$ cat src/core/csg_defs.svh
`ifndef CSG_DEFS_SVH
`define CSG_DEFS_SVH

// ----------------------------------------------------------------------------
// Address map of the secure region (program address, 16-bit words)
// ----------------------------------------------------------------------------
`define CSG_ADDR_W      22
`define CSG_FLASH_LO    22'h3d8000
`define CSG_FLASH_HI    22'h3f7fff
`define CSG_OTP_LO      22'h3d7800
`define CSG_OTP_HI      22'h3d7bf9
`define CSG_L0_LO       22'h008000
`define CSG_L0_HI       22'h0087ff
`define CSG_L1_LO       22'h008800
`define CSG_L1_HI       22'h008bff

// ----------------------------------------------------------------------------
// Password store and key layout
// ----------------------------------------------------------------------------
`define CSG_PW_BASE     22'h3f7ff8
`define CSG_KEY_WORDS   8
`define CSG_WORD_W      16
`define CSG_LO_WORDS    4
`define CSG_PW_WS       5'h10
`define CSG_WS_W        5
`define CSG_IDX_W       3

`endif

$ cat src/core/csg_pkg.sv
// ----------------------------------------------------------------------------
// Types shared by both ends of the security gate
// ----------------------------------------------------------------------------
package csg_pkg;

   // Origin of a memory access.
   typedef enum logic [1:0] {
      CSG_SRC_SECURE = 2'h0,   // Code running from inside the secure region.
      CSG_SRC_OPEN   = 2'h1,   // External memory or boot-loaded code.
      CSG_SRC_JTAG   = 2'h2    // Debug port.
   } csg_src_e;

   // Password fetch sequencer of the gate.
   typedef enum logic [1:0] {
      CSG_GS_IDLE = 2'b01,
      CSG_GS_WAIT = 2'b10
   } csg_gate_st_e;

   // Unlock sequencer of the host end.
   typedef enum logic [3:0] {
      CSG_HS_IDLE = 4'b0001,
      CSG_HS_READ = 4'b0010,
      CSG_HS_WAIT = 4'b0100,
      CSG_HS_KEY  = 4'b1000
   } csg_host_st_e;

   typedef logic [7:0][15:0] csg_key_t;

endpackage : csg_pkg

$ cat src/core/csg_if.sv
`timescale 1ns/10ps
`include "csg_defs.svh"

// ----------------------------------------------------------------------------
// Link between the processor/debug side and the security gate
// ----------------------------------------------------------------------------
interface csg_if;
   import csg_pkg::*;

   logic                     key_wr;
   logic [`CSG_IDX_W-1:0]    key_idx;
   logic [`CSG_WORD_W-1:0]   key_word;
   logic                     pw_rd;
   logic [`CSG_IDX_W-1:0]    pw_idx;
   logic                     pw_ack;
   logic                     acc_req;
   logic [`CSG_ADDR_W-1:0]   acc_addr;
   csg_src_e                 acc_src;
   logic                     acc_ack;
   logic                     acc_ok;
   logic                     emu_conn;
   logic                     emu_cut;
   logic                     full_unlock;
   logic                     emu_unlock;
   logic                     cpu_run;

   modport gate (input  key_wr, key_idx, key_word, pw_rd, pw_idx, acc_req, acc_addr,
                        acc_src, emu_conn,
                 output pw_ack, acc_ack, acc_ok, emu_cut, full_unlock, emu_unlock,
                        cpu_run);
   modport host (output key_wr, key_idx, key_word, pw_rd, pw_idx, acc_req, acc_addr,
                        acc_src, emu_conn,
                 input  pw_ack, acc_ack, acc_ok, emu_cut, full_unlock, emu_unlock,
                        cpu_run);
endinterface : csg_if

$ cat src/core/csg_gate.sv
// Operation
// - Full access only when 128-bit key equals password.
// - Flash, OTP, L0 and L1 form one region.
// - Locked: refuse debug and open-code secure reads.
// - Password reads always use 16 wait states.
// - Emulator touching secure memory cuts the link.
// - Low 64-bit match allows emulation, reads stay blocked.
// - Software dummy-reads all eight password words first.
// - Blank low password needs no low key match.
// - All-zero password keeps the device locked forever.
// - Secured: reserved range holds only zero words.
// - Unsecured: reserved data words hold no code.
// - No hold-in-reset; processor runs straight after reset.
`timescale 1ns/10ps
`include "csg_defs.svh"

module csg_gate (
   input  wire logic                   CLOCK_I,
   input  wire logic                   RST_N_I,
   csg_if.gate                         LINK,
   output logic                        FLASH_RD_O,
   output logic [`CSG_ADDR_W-1:0]      FLASH_ADDR_O,
   input  wire logic [`CSG_WORD_W-1:0] FLASH_DATA_I,
   output logic                        LOCKED_O
);
   import csg_pkg::*;

   // -------------------------------------------------------------------------
   // State
   // -------------------------------------------------------------------------
   typedef struct packed {
      csg_gate_st_e              st;
      logic [`CSG_WS_W-1:0]      ws;
      logic [`CSG_IDX_W-1:0]     idx;
      logic                      rd;
      logic [`CSG_ADDR_W-1:0]    addr;
      csg_key_t                  key;
      csg_key_t                  pw;
      logic [7:0]                loaded;
      logic                      full;
      logic                      emu;
      logic                      trip;
      logic                      pw_ack;
      logic                      acc_ack;
      logic                      acc_ok;
      logic                      run;
   } csg_gate_s;

   csg_gate_s state_r;
   csg_gate_s state_nxt;

   // -------------------------------------------------------------------------
   // Helpers
   // -------------------------------------------------------------------------

   // One region covers flash, the one-time area and the two low RAM blocks.
   function automatic logic in_secure(input logic [`CSG_ADDR_W-1:0] a);
      in_secure = ((a >= `CSG_FLASH_LO) && (a <= `CSG_FLASH_HI))
                || ((a >= `CSG_OTP_LO) && (a <= `CSG_OTP_HI))
                || ((a >= `CSG_L0_LO) && (a <= `CSG_L0_HI))
                || ((a >= `CSG_L1_LO) && (a <= `CSG_L1_HI));
   endfunction : in_secure

   // Compares the lowest n words of two key images.
   function automatic logic low_eq(input csg_key_t a, input csg_key_t b, input int n);
      low_eq = 1'b1;
      for (int i = 0; i < `CSG_KEY_WORDS; i++) begin
         if ((i < n) && (a[i] != b[i])) begin
            low_eq = 1'b0;
         end
      end
   endfunction : low_eq

   logic all_loaded;
   logic pw_zero;
   logic lo_blank;
   logic sec_hit;

   // Match terms are only trusted once every password word was fetched,
   // otherwise a stale shadow could unlock the part.
   assign all_loaded = &state_r.loaded;
   assign pw_zero    = (state_r.pw == '0);
   assign lo_blank   = (state_r.pw[3:0] == {64{1'b1}});
   assign sec_hit    = LINK.acc_req && in_secure(LINK.acc_addr);

   // -------------------------------------------------------------------------
   // Next state
   // -------------------------------------------------------------------------

   // All decisions for one cycle are formed here from the registered state.
   always_comb begin
      state_nxt         = state_r;
      state_nxt.pw_ack  = 1'b0;
      state_nxt.acc_ack = 1'b0;
      state_nxt.run     = 1'b1;

      // Software loads the key one 16-bit word at a time.
      if (LINK.key_wr) begin
         state_nxt.key[LINK.key_idx] = LINK.key_word;
      end

      // Password fetch with a fixed wait count, whatever the flash timing.
      case (state_r.st)
         CSG_GS_IDLE: begin
            if (LINK.pw_rd) begin
               state_nxt.st   = CSG_GS_WAIT;
               state_nxt.ws   = '0;
               state_nxt.idx  = LINK.pw_idx;
               state_nxt.rd   = 1'b1;
               state_nxt.addr = `CSG_PW_BASE + {19'h0, LINK.pw_idx};
            end
         end
         CSG_GS_WAIT: begin
            if (state_r.ws == `CSG_PW_WS) begin
               state_nxt.st                  = CSG_GS_IDLE;
               state_nxt.rd                  = 1'b0;
               state_nxt.pw[state_r.idx]     = FLASH_DATA_I;
               state_nxt.loaded[state_r.idx] = 1'b1;
               state_nxt.pw_ack              = 1'b1;
            end else begin
               state_nxt.ws = state_r.ws + 5'h01;
            end
         end
         default: begin
            state_nxt.st = CSG_GS_IDLE;
            state_nxt.rd = 1'b0;
         end
      endcase

      // A zero password can never be matched, so such a part stays locked.
      state_nxt.full = all_loaded && !pw_zero
                     && low_eq(state_r.key, state_r.pw, `CSG_KEY_WORDS);

      // Partial unlock: the low half only, or nothing if that half is blank.
      state_nxt.emu = all_loaded
                    && (lo_blank
                        || low_eq(state_r.key, state_r.pw, `CSG_LO_WORDS));

      // Every access gets an answer one cycle later.
      if (LINK.acc_req) begin
         state_nxt.acc_ack = 1'b1;
         // Secure code may always read itself; others need the full key.
         state_nxt.acc_ok  = !sec_hit || state_r.full
                           || (LINK.acc_src == CSG_SRC_SECURE);
         // The cut link also blocks any later debug-port read.
         if (state_r.trip && (LINK.acc_src == CSG_SRC_JTAG)) begin
            state_nxt.acc_ok = 1'b0;
         end
      end

      // With an emulator attached any secure touch trips, unless partly
      // unlocked; the trip is sticky until the next reset.
      if (LINK.emu_conn && sec_hit && !state_r.emu && !state_r.full) begin
         state_nxt.trip = 1'b1;
      end
   end

   // -------------------------------------------------------------------------
   // Registers
   // -------------------------------------------------------------------------

   // Reset relocks the gate and forgets key, password shadow and trip.
   always_ff @(posedge CLOCK_I or negedge RST_N_I) begin
      if (!RST_N_I) begin
         state_r         <= '0;
         state_r.st      <= CSG_GS_IDLE;
      end else begin
         state_r <= state_nxt;
      end
   end

   // -------------------------------------------------------------------------
   // Outputs
   // -------------------------------------------------------------------------

   // All outputs come straight from flip-flops.
   assign FLASH_RD_O       = state_r.rd;
   assign FLASH_ADDR_O     = state_r.addr;
   assign LOCKED_O         = !state_r.full;
   assign LINK.pw_ack      = state_r.pw_ack;
   assign LINK.acc_ack     = state_r.acc_ack;
   assign LINK.acc_ok      = state_r.acc_ok;
   assign LINK.emu_cut     = state_r.trip;
   assign LINK.full_unlock = state_r.full;
   assign LINK.emu_unlock  = state_r.emu;
   // Nothing holds the processor: it starts right after reset.
   assign LINK.cpu_run     = state_r.run;

endmodule : csg_gate

$ cat src/flat_wrapper.sv
// flat-port wrapper written by rule: the top's interface ports become plain ports
module csg_gate_flat import csg_pkg::*;
  (CLOCK_I, RST_N_I, FLASH_RD_O, FLASH_ADDR_O, FLASH_DATA_I, LOCKED_O, LINK_key_wr, LINK_key_idx, LINK_key_word, LINK_pw_rd, LINK_pw_idx, LINK_acc_req, LINK_acc_addr, LINK_acc_src, LINK_emu_conn, LINK_pw_ack, LINK_acc_ack, LINK_acc_ok, LINK_emu_cut, LINK_full_unlock, LINK_emu_unlock, LINK_cpu_run);
  csg_if LINK_i ();
  input  wire logic CLOCK_I;
  input  wire logic RST_N_I;
  output logic FLASH_RD_O;
  output logic [`CSG_ADDR_W-1:0] FLASH_ADDR_O;
  input  wire logic [`CSG_WORD_W-1:0] FLASH_DATA_I;
  output logic LOCKED_O;
  input wire logic [$bits(LINK_i.key_wr)-1:0] LINK_key_wr;
  input wire logic [$bits(LINK_i.key_idx)-1:0] LINK_key_idx;
  input wire logic [$bits(LINK_i.key_word)-1:0] LINK_key_word;
  input wire logic [$bits(LINK_i.pw_rd)-1:0] LINK_pw_rd;
  input wire logic [$bits(LINK_i.pw_idx)-1:0] LINK_pw_idx;
  input wire logic [$bits(LINK_i.acc_req)-1:0] LINK_acc_req;
  input wire logic [$bits(LINK_i.acc_addr)-1:0] LINK_acc_addr;
  input wire logic [$bits(LINK_i.acc_src)-1:0] LINK_acc_src;
  input wire logic [$bits(LINK_i.emu_conn)-1:0] LINK_emu_conn;
  output wire logic [$bits(LINK_i.pw_ack)-1:0] LINK_pw_ack;
  output wire logic [$bits(LINK_i.acc_ack)-1:0] LINK_acc_ack;
  output wire logic [$bits(LINK_i.acc_ok)-1:0] LINK_acc_ok;
  output wire logic [$bits(LINK_i.emu_cut)-1:0] LINK_emu_cut;
  output wire logic [$bits(LINK_i.full_unlock)-1:0] LINK_full_unlock;
  output wire logic [$bits(LINK_i.emu_unlock)-1:0] LINK_emu_unlock;
  output wire logic [$bits(LINK_i.cpu_run)-1:0] LINK_cpu_run;
  assign LINK_i.key_wr = LINK_key_wr;
  assign LINK_i.key_idx = LINK_key_idx;
  assign LINK_i.key_word = LINK_key_word;
  assign LINK_i.pw_rd = LINK_pw_rd;
  assign LINK_i.pw_idx = LINK_pw_idx;
  assign LINK_i.acc_req = LINK_acc_req;
  assign LINK_i.acc_addr = LINK_acc_addr;
  assign LINK_i.acc_src = LINK_acc_src;
  assign LINK_i.emu_conn = LINK_emu_conn;
  assign LINK_pw_ack = LINK_i.pw_ack;
  assign LINK_acc_ack = LINK_i.acc_ack;
  assign LINK_acc_ok = LINK_i.acc_ok;
  assign LINK_emu_cut = LINK_i.emu_cut;
  assign LINK_full_unlock = LINK_i.full_unlock;
  assign LINK_emu_unlock = LINK_i.emu_unlock;
  assign LINK_cpu_run = LINK_i.cpu_run;
  csg_gate u_core (.CLOCK_I(CLOCK_I), .RST_N_I(RST_N_I), .LINK(LINK_i), .FLASH_RD_O(FLASH_RD_O), .FLASH_ADDR_O(FLASH_ADDR_O), .FLASH_DATA_I(FLASH_DATA_I), .LOCKED_O(LOCKED_O));
endmodule
$ cat config.mk
export PLATFORM = sky130hd
export DESIGN_NAME = csg_gate_flat
export DESIGN_NICKNAME = d
export VERILOG_FILES = /design/src/core/csg_pkg.sv /design/src/core/csg_if.sv /design/src/core/csg_gate.sv /design/src/flat_wrapper.sv
export VERILOG_INCLUDE_DIRS = /design/src /design/src/core
export SDC_FILE = /design/constraint.sdc
export NUM_CORES = 1
export LEC_CHECK = 0
export BUFFER_PORTS_ARGS = -buffer_cell sky130_fd_sc_hd__buf_2
export CORE_MARGIN = 2
export CORE_UTILIZATION = 63
export DETAILED_ROUTE_END_ITERATION = 7
export HOLD_SLACK_MARGIN = 0.12
export PLACE_DENSITY = 0.81
export SETUP_SLACK_MARGIN = 0.3
export SYNTH_ARGS = -nofsm -noshare
export SYNTH_HDL_FRONTEND = slang
export SYNTH_SLANG_ARGS = --single-unit
$ cat constraint.sdc
create_clock -name CLOCK_I -period 3.5 [get_ports CLOCK_I]
set_clock_uncertainty 0.15 [all_clocks]
set_input_delay 0.525 -clock CLOCK_I [delete_from_list [all_inputs] [get_ports CLOCK_I]]
set_output_delay 0.525 -clock CLOCK_I [all_outputs]
set_load 0.05 [all_outputs]
==> results.toml, run 1 <==
[die]
die_area_mm2 = 0.0214
start_util = 0.636
row_count = 52
die_h_um = 146
fp.coreArea_mm2 = 0.0200
die_w_um = 146
io_pins = 99

[worst_setup_path]
crit_family = "simple AND/OR/NAND/NOR gates"
cp_slowest_cell = "nand2_1"
cp.arrival_ns = 2.80
required_ns = 3.77
path_cells = "inv_1 -> ha_1 -> and4bb_2 -> and3_2 -> nand2_1 -> mux2_2"
start_kind = "register"
crit_path_end_kind = "register"
cp_num_buf_inv = 1
critical-path-max-stage-delay_ns = 0.67
cp_max_fo = 17
worstSetupPathType = "register to register"

[logic_synthesis]
synth_commonest_cells = "dfrtp_1, mux2_2, xnor2_1, nor4_1, nand4_1"
synth.avg_cell_area_um2 = 13.9
synth_area_leader_cell = "dfrtp_1"
synth_cell_types = 50
yosys.cell_count.top_type = "dfrtp_1"
synthCells = 915
yosysWarnings = 0
synth_seq_area_share = 0.554
synth-edff-count = 0
synth_area_leaders = "dfrtp_1, mux2_2, xnor2_1, xor2_1, nor4_1"
synth_top_area_share = 0.552
synthArstFlopShare = 1.00
synth_nets = 985
synth_area_mm2 = 0.0127
synth-seq-cells = 282
synthFlopType = "dfrtp_1"

[global_routing]
antenna_found_initial = 1
grt.overflow.total = 0
grt_first_pass_wirelength_mm = 49.6
grt_max_degree = 86
grt.total_usage = 0.307
grt_pass1_vias = 8276

[power_and_ir_drop]
p_per_area_mw_per_mm2 = 601
p_total_mw = 8.68
leakage_nw = 6.27
peakVddDrop_v = 0.000483

[job]
drv_cap = 0

[place]
hpwl_mm = 22.1
io_buffers = 97
place.gp.congestion = 0.963
placedCellCount = 1251

[finish]
area_delta_synth_final_pct = 13.3
antenna_cells = 0
fin_cells = 1310
fillers = 1377
drive_above_1_share = 0.422
final_nets = 1088

[timing]
holdWs_ns = 0.205
fmax_mhz = 396
setup_tns_ns = 0
tightest_slew_ns = 1.21
finalCritPeriodShare = 0.722
rsz0062_at_grt = "false"
setup_viol = 0
slew_headroom = 0.188
min_period_ns = 2.53
drv_slew = 0
hold_viol = 0

[route]
vias = 8171
drtIter0Drc = 806
wl_per_cell_um = 24.7
drtPass1Iterations = 5
viasPerCell = 6.24
ant_nets = 0
post-route-drc-count = 0
drt_wl_total_mm = 32.3

[clocking]
cts_root_buf = "clkbuf_16"
cts_htree_levels = 1
clkSinkCount = 282
ctsLongestPathBuffers = 3
cts_resized = 0
cts_buffers = 29
worstSkewPairLatency_ns = 0.54
cts_tree = "yes"
clk_pin_slew_ns = 0.06

[min_path]
hold_path_class = "input port to register"

[status]
status = "completed"
==> worst reg2reg max path, cell delays in order (launching register included) <==
cell      delay (ns)
dfrtp_1         0.37
inv_1           0.08
ha_1            0.20
and4bb_2        0.25
and3_2          0.27
nand2_1         0.67
mux2_2          0.42
==> layout make-up <==
class	count	area [um^2]	share of cell area
clock buffer	44	882	0.0611
clock inverter	9	97.6	0.00676
inverter	8	30.0	0.00208
multi-input combinational	579	5360	0.371
sequential	282	7060	0.489
tap	270	338	0.0234
timing repair buffer	118	681	0.0471
==> worst paths after layout <==
path	start	to	slack [ns]	cells after the start
setup / recovery	u_core.state_r[297]	u_core.state_r[45]	0.97	6
hold / removal	LINK_acc_src[1]	u_core.LINK.acc_ok	0.21	4
setup reg to reg	u_core.state_r[297]	u_core.state_r[45]	0.97	6
hold reg to reg	u_core.state_r[14]	u_core.state_r[14]	0.32	1
max in group asynchronous	RST_N_I	u_core.state_r[94]	1.82	3
min in group asynchronous	RST_N_I	u_core.state_r[242]	0.42	2
==> metrics by stage <==
stage / worst slack (ns) / util / cell area (um^2)
2_1_floorplan: 1.17 / - / 12700
3_3_place_gp: 0.974 / 0.669 / 13400
3_5_place_dp: 0.891 / 0.669 / 13400
4_1_cts: 0.994 / 0.721 / 14400
5_1_grt: 0.914 / 0.721 / 14400
6_report: 0.973 / 0.721 / 14400
==> cell usage in the layout (no fill, tap or decap), types with 10 or more instances in the layout <==
master     count
clkbuf_16     29
mux2_2       249
nand4_1       55
clkbuf_8      10
dfrtp_1      281
nor4_1        56
xnor2_1       85
buf_2         96
buf_4         14
xor2_1        46
==> registers in the layout, summed over array words and instances, names as in the netlist <==
signal and cells:
u_core.state_r 272, u_core.LINK.full_unlock 1, u_core.FLASH_ADDR_O 2, u_core.LINK.acc_ack 1
u_core.LINK.cpu_run 1, u_core.LINK.emu_unlock 1, u_core.FLASH_RD_O 1, u_core.LINK.emu_cut 1
u_core.LINK.pw_ack 1, u_core.LINK.acc_ok 1
==> where the power goes <==
| group | internal (mW) | switching, mW |
|---|---|---|
| Clock | 1.87 | 1.24 |
| Combinational | 0.699 | 0.696 |
| Sequential | 3.73 | 0.441 |
| Total | 6.30 | 2.38 |
==> what timing repair did <==
item	4_1_cts	5_1_grt
buffers inserted	0	0
hold endpoints to repair	85	0
hold buffers	6	0
==> cells by family (layout without fill, tap and decap cells) <==
group	Yosys count	in the layout	share of synthesized area
simple gates	169	169	0.0876
fa+ha+maj	2	2	0.00196
other cells	2	2	0.000589
compound gates	15	15	0.00785
buf+inv	54	179	0.0261
mux	260	260	0.232
flops	282	282	0.554
xor+xnor	131	131	0.0900
==> per-layer routing <==
| layer | track usage | share of wire | wire (um) | up-vias |
|---|---|---|---|---|
| met2 | 0.472 | 0.45 | 14700 | 377 |
| met1 | 0.453 | 0.43 | 14000 | 4225 |
| met4 | 0.0782 | 0.023 | 736 | 2 |
| li1 | - | - | - | 3517 |
| met3 | 0.0672 | 0.090 | 2920 | 50 |
| met5 | 0 | 0.00040 | 13 | - |
Note: power is estimated with default switching activity, not from simulation.
==> run 2, diff against run 1 <==
--- a/config.mk
+++ b/config.mk
@@ -6,12 +6,13 @@
 export SDC_FILE = /design/constraint.sdc
 export NUM_CORES = 1
 export LEC_CHECK = 0
+export ABC_AREA = 1
 export BUFFER_PORTS_ARGS = -buffer_cell sky130_fd_sc_hd__buf_2
 export CORE_MARGIN = 2
-export CORE_UTILIZATION = 63
+export CORE_UTILIZATION = 60
 export DETAILED_ROUTE_END_ITERATION = 7
 export HOLD_SLACK_MARGIN = 0.12
-export PLACE_DENSITY = 0.81
+export PLACE_DENSITY = 0.78
 export SETUP_SLACK_MARGIN = 0.3
 export SYNTH_ARGS = -nofsm -noshare
 export SYNTH_HDL_FRONTEND = slang
==> constraint.sdc (replaced) <==
create_clock -name CLOCK_I -period 2.7 [get_ports CLOCK_I]
set_clock_uncertainty 0.15 [all_clocks]
set_input_delay 0.405 -clock CLOCK_I [delete_from_list [all_inputs] [get_ports CLOCK_I]]
set_output_delay 0.405 -clock CLOCK_I [all_outputs]
set_load 0.05 [all_outputs]
==> results.toml, run 2 <==
[worst_setup_path]
timing.rr.end = "u_core.state_r[57]"
crit_path_end_kind = "register"
required_ns = 3.00
worstSetupPathType = "input port to register"
r2r_slack_ns = 0.73
reg2reg_depth = 9
cp.arrival_ns = 2.35
crit-reg2reg-launch = "u_core.state_r[297]"
cp_max_fo = 2
start_kind = "input port"

[global_routing]
grt.total_usage = 0.308
grt_pass1_vias = 10100
grt_max_degree = 75
grt_first_pass_wirelength_mm = 55.4
grt.overflow.total = 0
antenna_found_initial = 2

[power_and_ir_drop]
p_per_area_mw_per_mm2 = 784
comb_power_share = 0.150
clkPwrFrac = 0.403
switchingPower_mw = 3.27
leakage_nw = 7.23
p_sw_frac = 0.280
p_int_mw = 8.41
seq_power_share = 0.447
peakVddDrop_v = 0.000741

[clocking]
cts_resized = 0
clk_pin_slew_ns = 0.07
postCtsHoldBufs = 18
worstSkewPairLatency_ns = 0.56
clkSinkCount = 282
cts_htree_levels = 1
cts_buffers = 30
post_cts_buffers = 0
ctsLongestPathBuffers = 3
cts_tree = "yes"
cts_root_buf = "clkbuf_16"

[die]
io_pins = 99
die_area_mm2 = 0.0231
die_h_um = 152
row_count = 54
fp.coreArea_mm2 = 0.0216
start_util = 0.607
die_w_um = 152

[timing]
drv_slew = 0
fmax_mhz = 488
setup_tns_ns = 0
tightest_slew_ns = 0.928
finalCritPeriodShare = 0.759
rsz0062_at_grt = "false"
hold_viol = 0
setup_viol = 0
slew_headroom = 0.380
min_period_ns = 2.05

[route]
drt_wl_total_mm = 35.4
drtPass1Iterations = 7
wl_per_cell_um = 19.3
drtIter0Drc = 1102
ant_nets = 0
vias = 10600
viasPerCell = 5.79
post-route-drc-count = 0

[place]
hpwl_mm = 23.2
io_buffers = 97
place.gp.congestion = 0.865

[finish]
largest_reg_flops = 272
fillers = 1685
mostFrequentLayoutCells = "nand2_1, dfrtp_1, o21ai_0"
drive_above_1_share = 0.147
final_nets = 1593
area_delta_synth_final_pct = 13.5
mostFrequentLayoutCell = "nand2_1"
largest_register = "u_core.state_r"
postLayoutCoreUtil = 0.689

[min_path]
hold_end = "u_core.state_r[268]"
hold_path_class = "input port to register"
hold_start = "LINK_key_word[13]"
hold_path_depth = 3

[job]
drv_cap = 0

[logic_synthesis]
synth_area_leaders = "dfrtp_1, nand2_1, xnor2_1, o21ai_0, o21ai_1"
yosys.cell_count.top_type = "nand2_1"
yosysWarnings = 0
synthArstFlopShare = 1.00
synth_seq_area_share = 0.538
synth_nets = 1505
synth-edff-count = 0
synth_area_mm2 = 0.0131
synth.avg_cell_area_um2 = 9.14
synth_commonest_cells = "nand2_1, dfrtp_1, o21ai_0, inv_1, nor2_1"
synth_top_area_share = 0.536
synthCells = 1435
synth_area_leader_cell = "dfrtp_1"
synth_cell_types = 36
synth-seq-cells = 282
synthFlopType = "dfrtp_1"

[status]
status = "completed"
run 2: cell types whose count changed in the layout (fill, tap and decap cells not counted), moves of 17 or more:
cell,change
nand2_1,+339
mux2_2,-249
o21ai_0,+127
inv_1,+97
o21ai_1,+92
nor2_1,+89
nor4_1,-36
o21ai_2,+36
nand3_1,+29
xor2_1,-28
nand4_1,-17
run 2: worst max path at each step:
stage,from,endpoint
floorplan,u_core.FLASH_RD_O,u_core.state_r[51]
global placement,LINK_key_wr,u_core.state_r[218]
detailed placement,LINK_key_wr,u_core.state_r[207]
CTS,u_core.FLASH_ADDR_O[20],FLASH_ADDR_O[3]
global route,u_core.state_r[298],u_core.state_r[57]
finish,LINK_acc_src[1],u_core.LINK.acc_ok
run 2: final cells by class:
cell class                      count  area, um^2  share of cell area
Antenna cell                        2        5.00            0.000336
Clock buffer                       37         838              0.0563
Clock inverter                     19         304              0.0204
Inverter                          106         400              0.0269
Multi-Input combinational cell    977        5120               0.344
Sequential cell                   282        7060               0.474
Tap cell                          280         350              0.0235
Timing Repair Buffer              126         808              0.0543
run 2: metrics by stage:
step	setup WS (ns)	total power [mW]	hold WS [ns]	instance area (um^2)	cells
final	0.652	11.7	0.180	14900	1829
after global routing	0.567	12.1	0.202	14900	1828
after CTS	0.677	11.7	0.161	14900	1827
after detailed placement	0.635	6.98	0.274	13600	1753
after global placement	0.747	6.90	0.278	13600	1753
after floorplan	0.809	6.40	-0.0406	13100	1435
run 2: logic make-up after synthesis:
group | share of synthesized area
compound gates | 0.123
xor+xnor | 0.0681
fa+ha+maj | 0.00191
buf+inv | 0.0711
flops | 0.538
other cells | 0.000573
simple gates | 0.197
run 2: power by group through the flow:
| stage | Clock, mW | Combinational [mW] | Sequential [mW] |
|---|---|---|---|
| 2_1_floorplan | 0 | 1.19 | 5.22 |
| 3_5_place_dp | 0 | 1.71 | 5.27 |
| 5_1_grt | 4.89 | 1.96 | 5.28 |
| 6_report | 4.70 | 1.76 | 5.22 |
| 4_1_cts | 4.71 | 1.75 | 5.20 |
| 3_3_place_gp | 0 | 1.66 | 5.24 |
run 2: layer usage:
layer,up-vias,part of all wire,global-route usage
li1,4875,-,-
met1,5152,0.41,0.432
met2,479,0.48,0.499
met3,87,0.074,0.0414
met4,0,0.036,0.113
met5,-,0,0
run 2: worst max-delay path, stage by stage:
cell and delay (ns):
dlygate4sd3_1 0.51, buf_2 0.11, nand3b_1 0.07, dlygate4sd3_1 0.56, nand3_1 0.08, dlygate4sd3_1 0.55, nand2_1 0.05
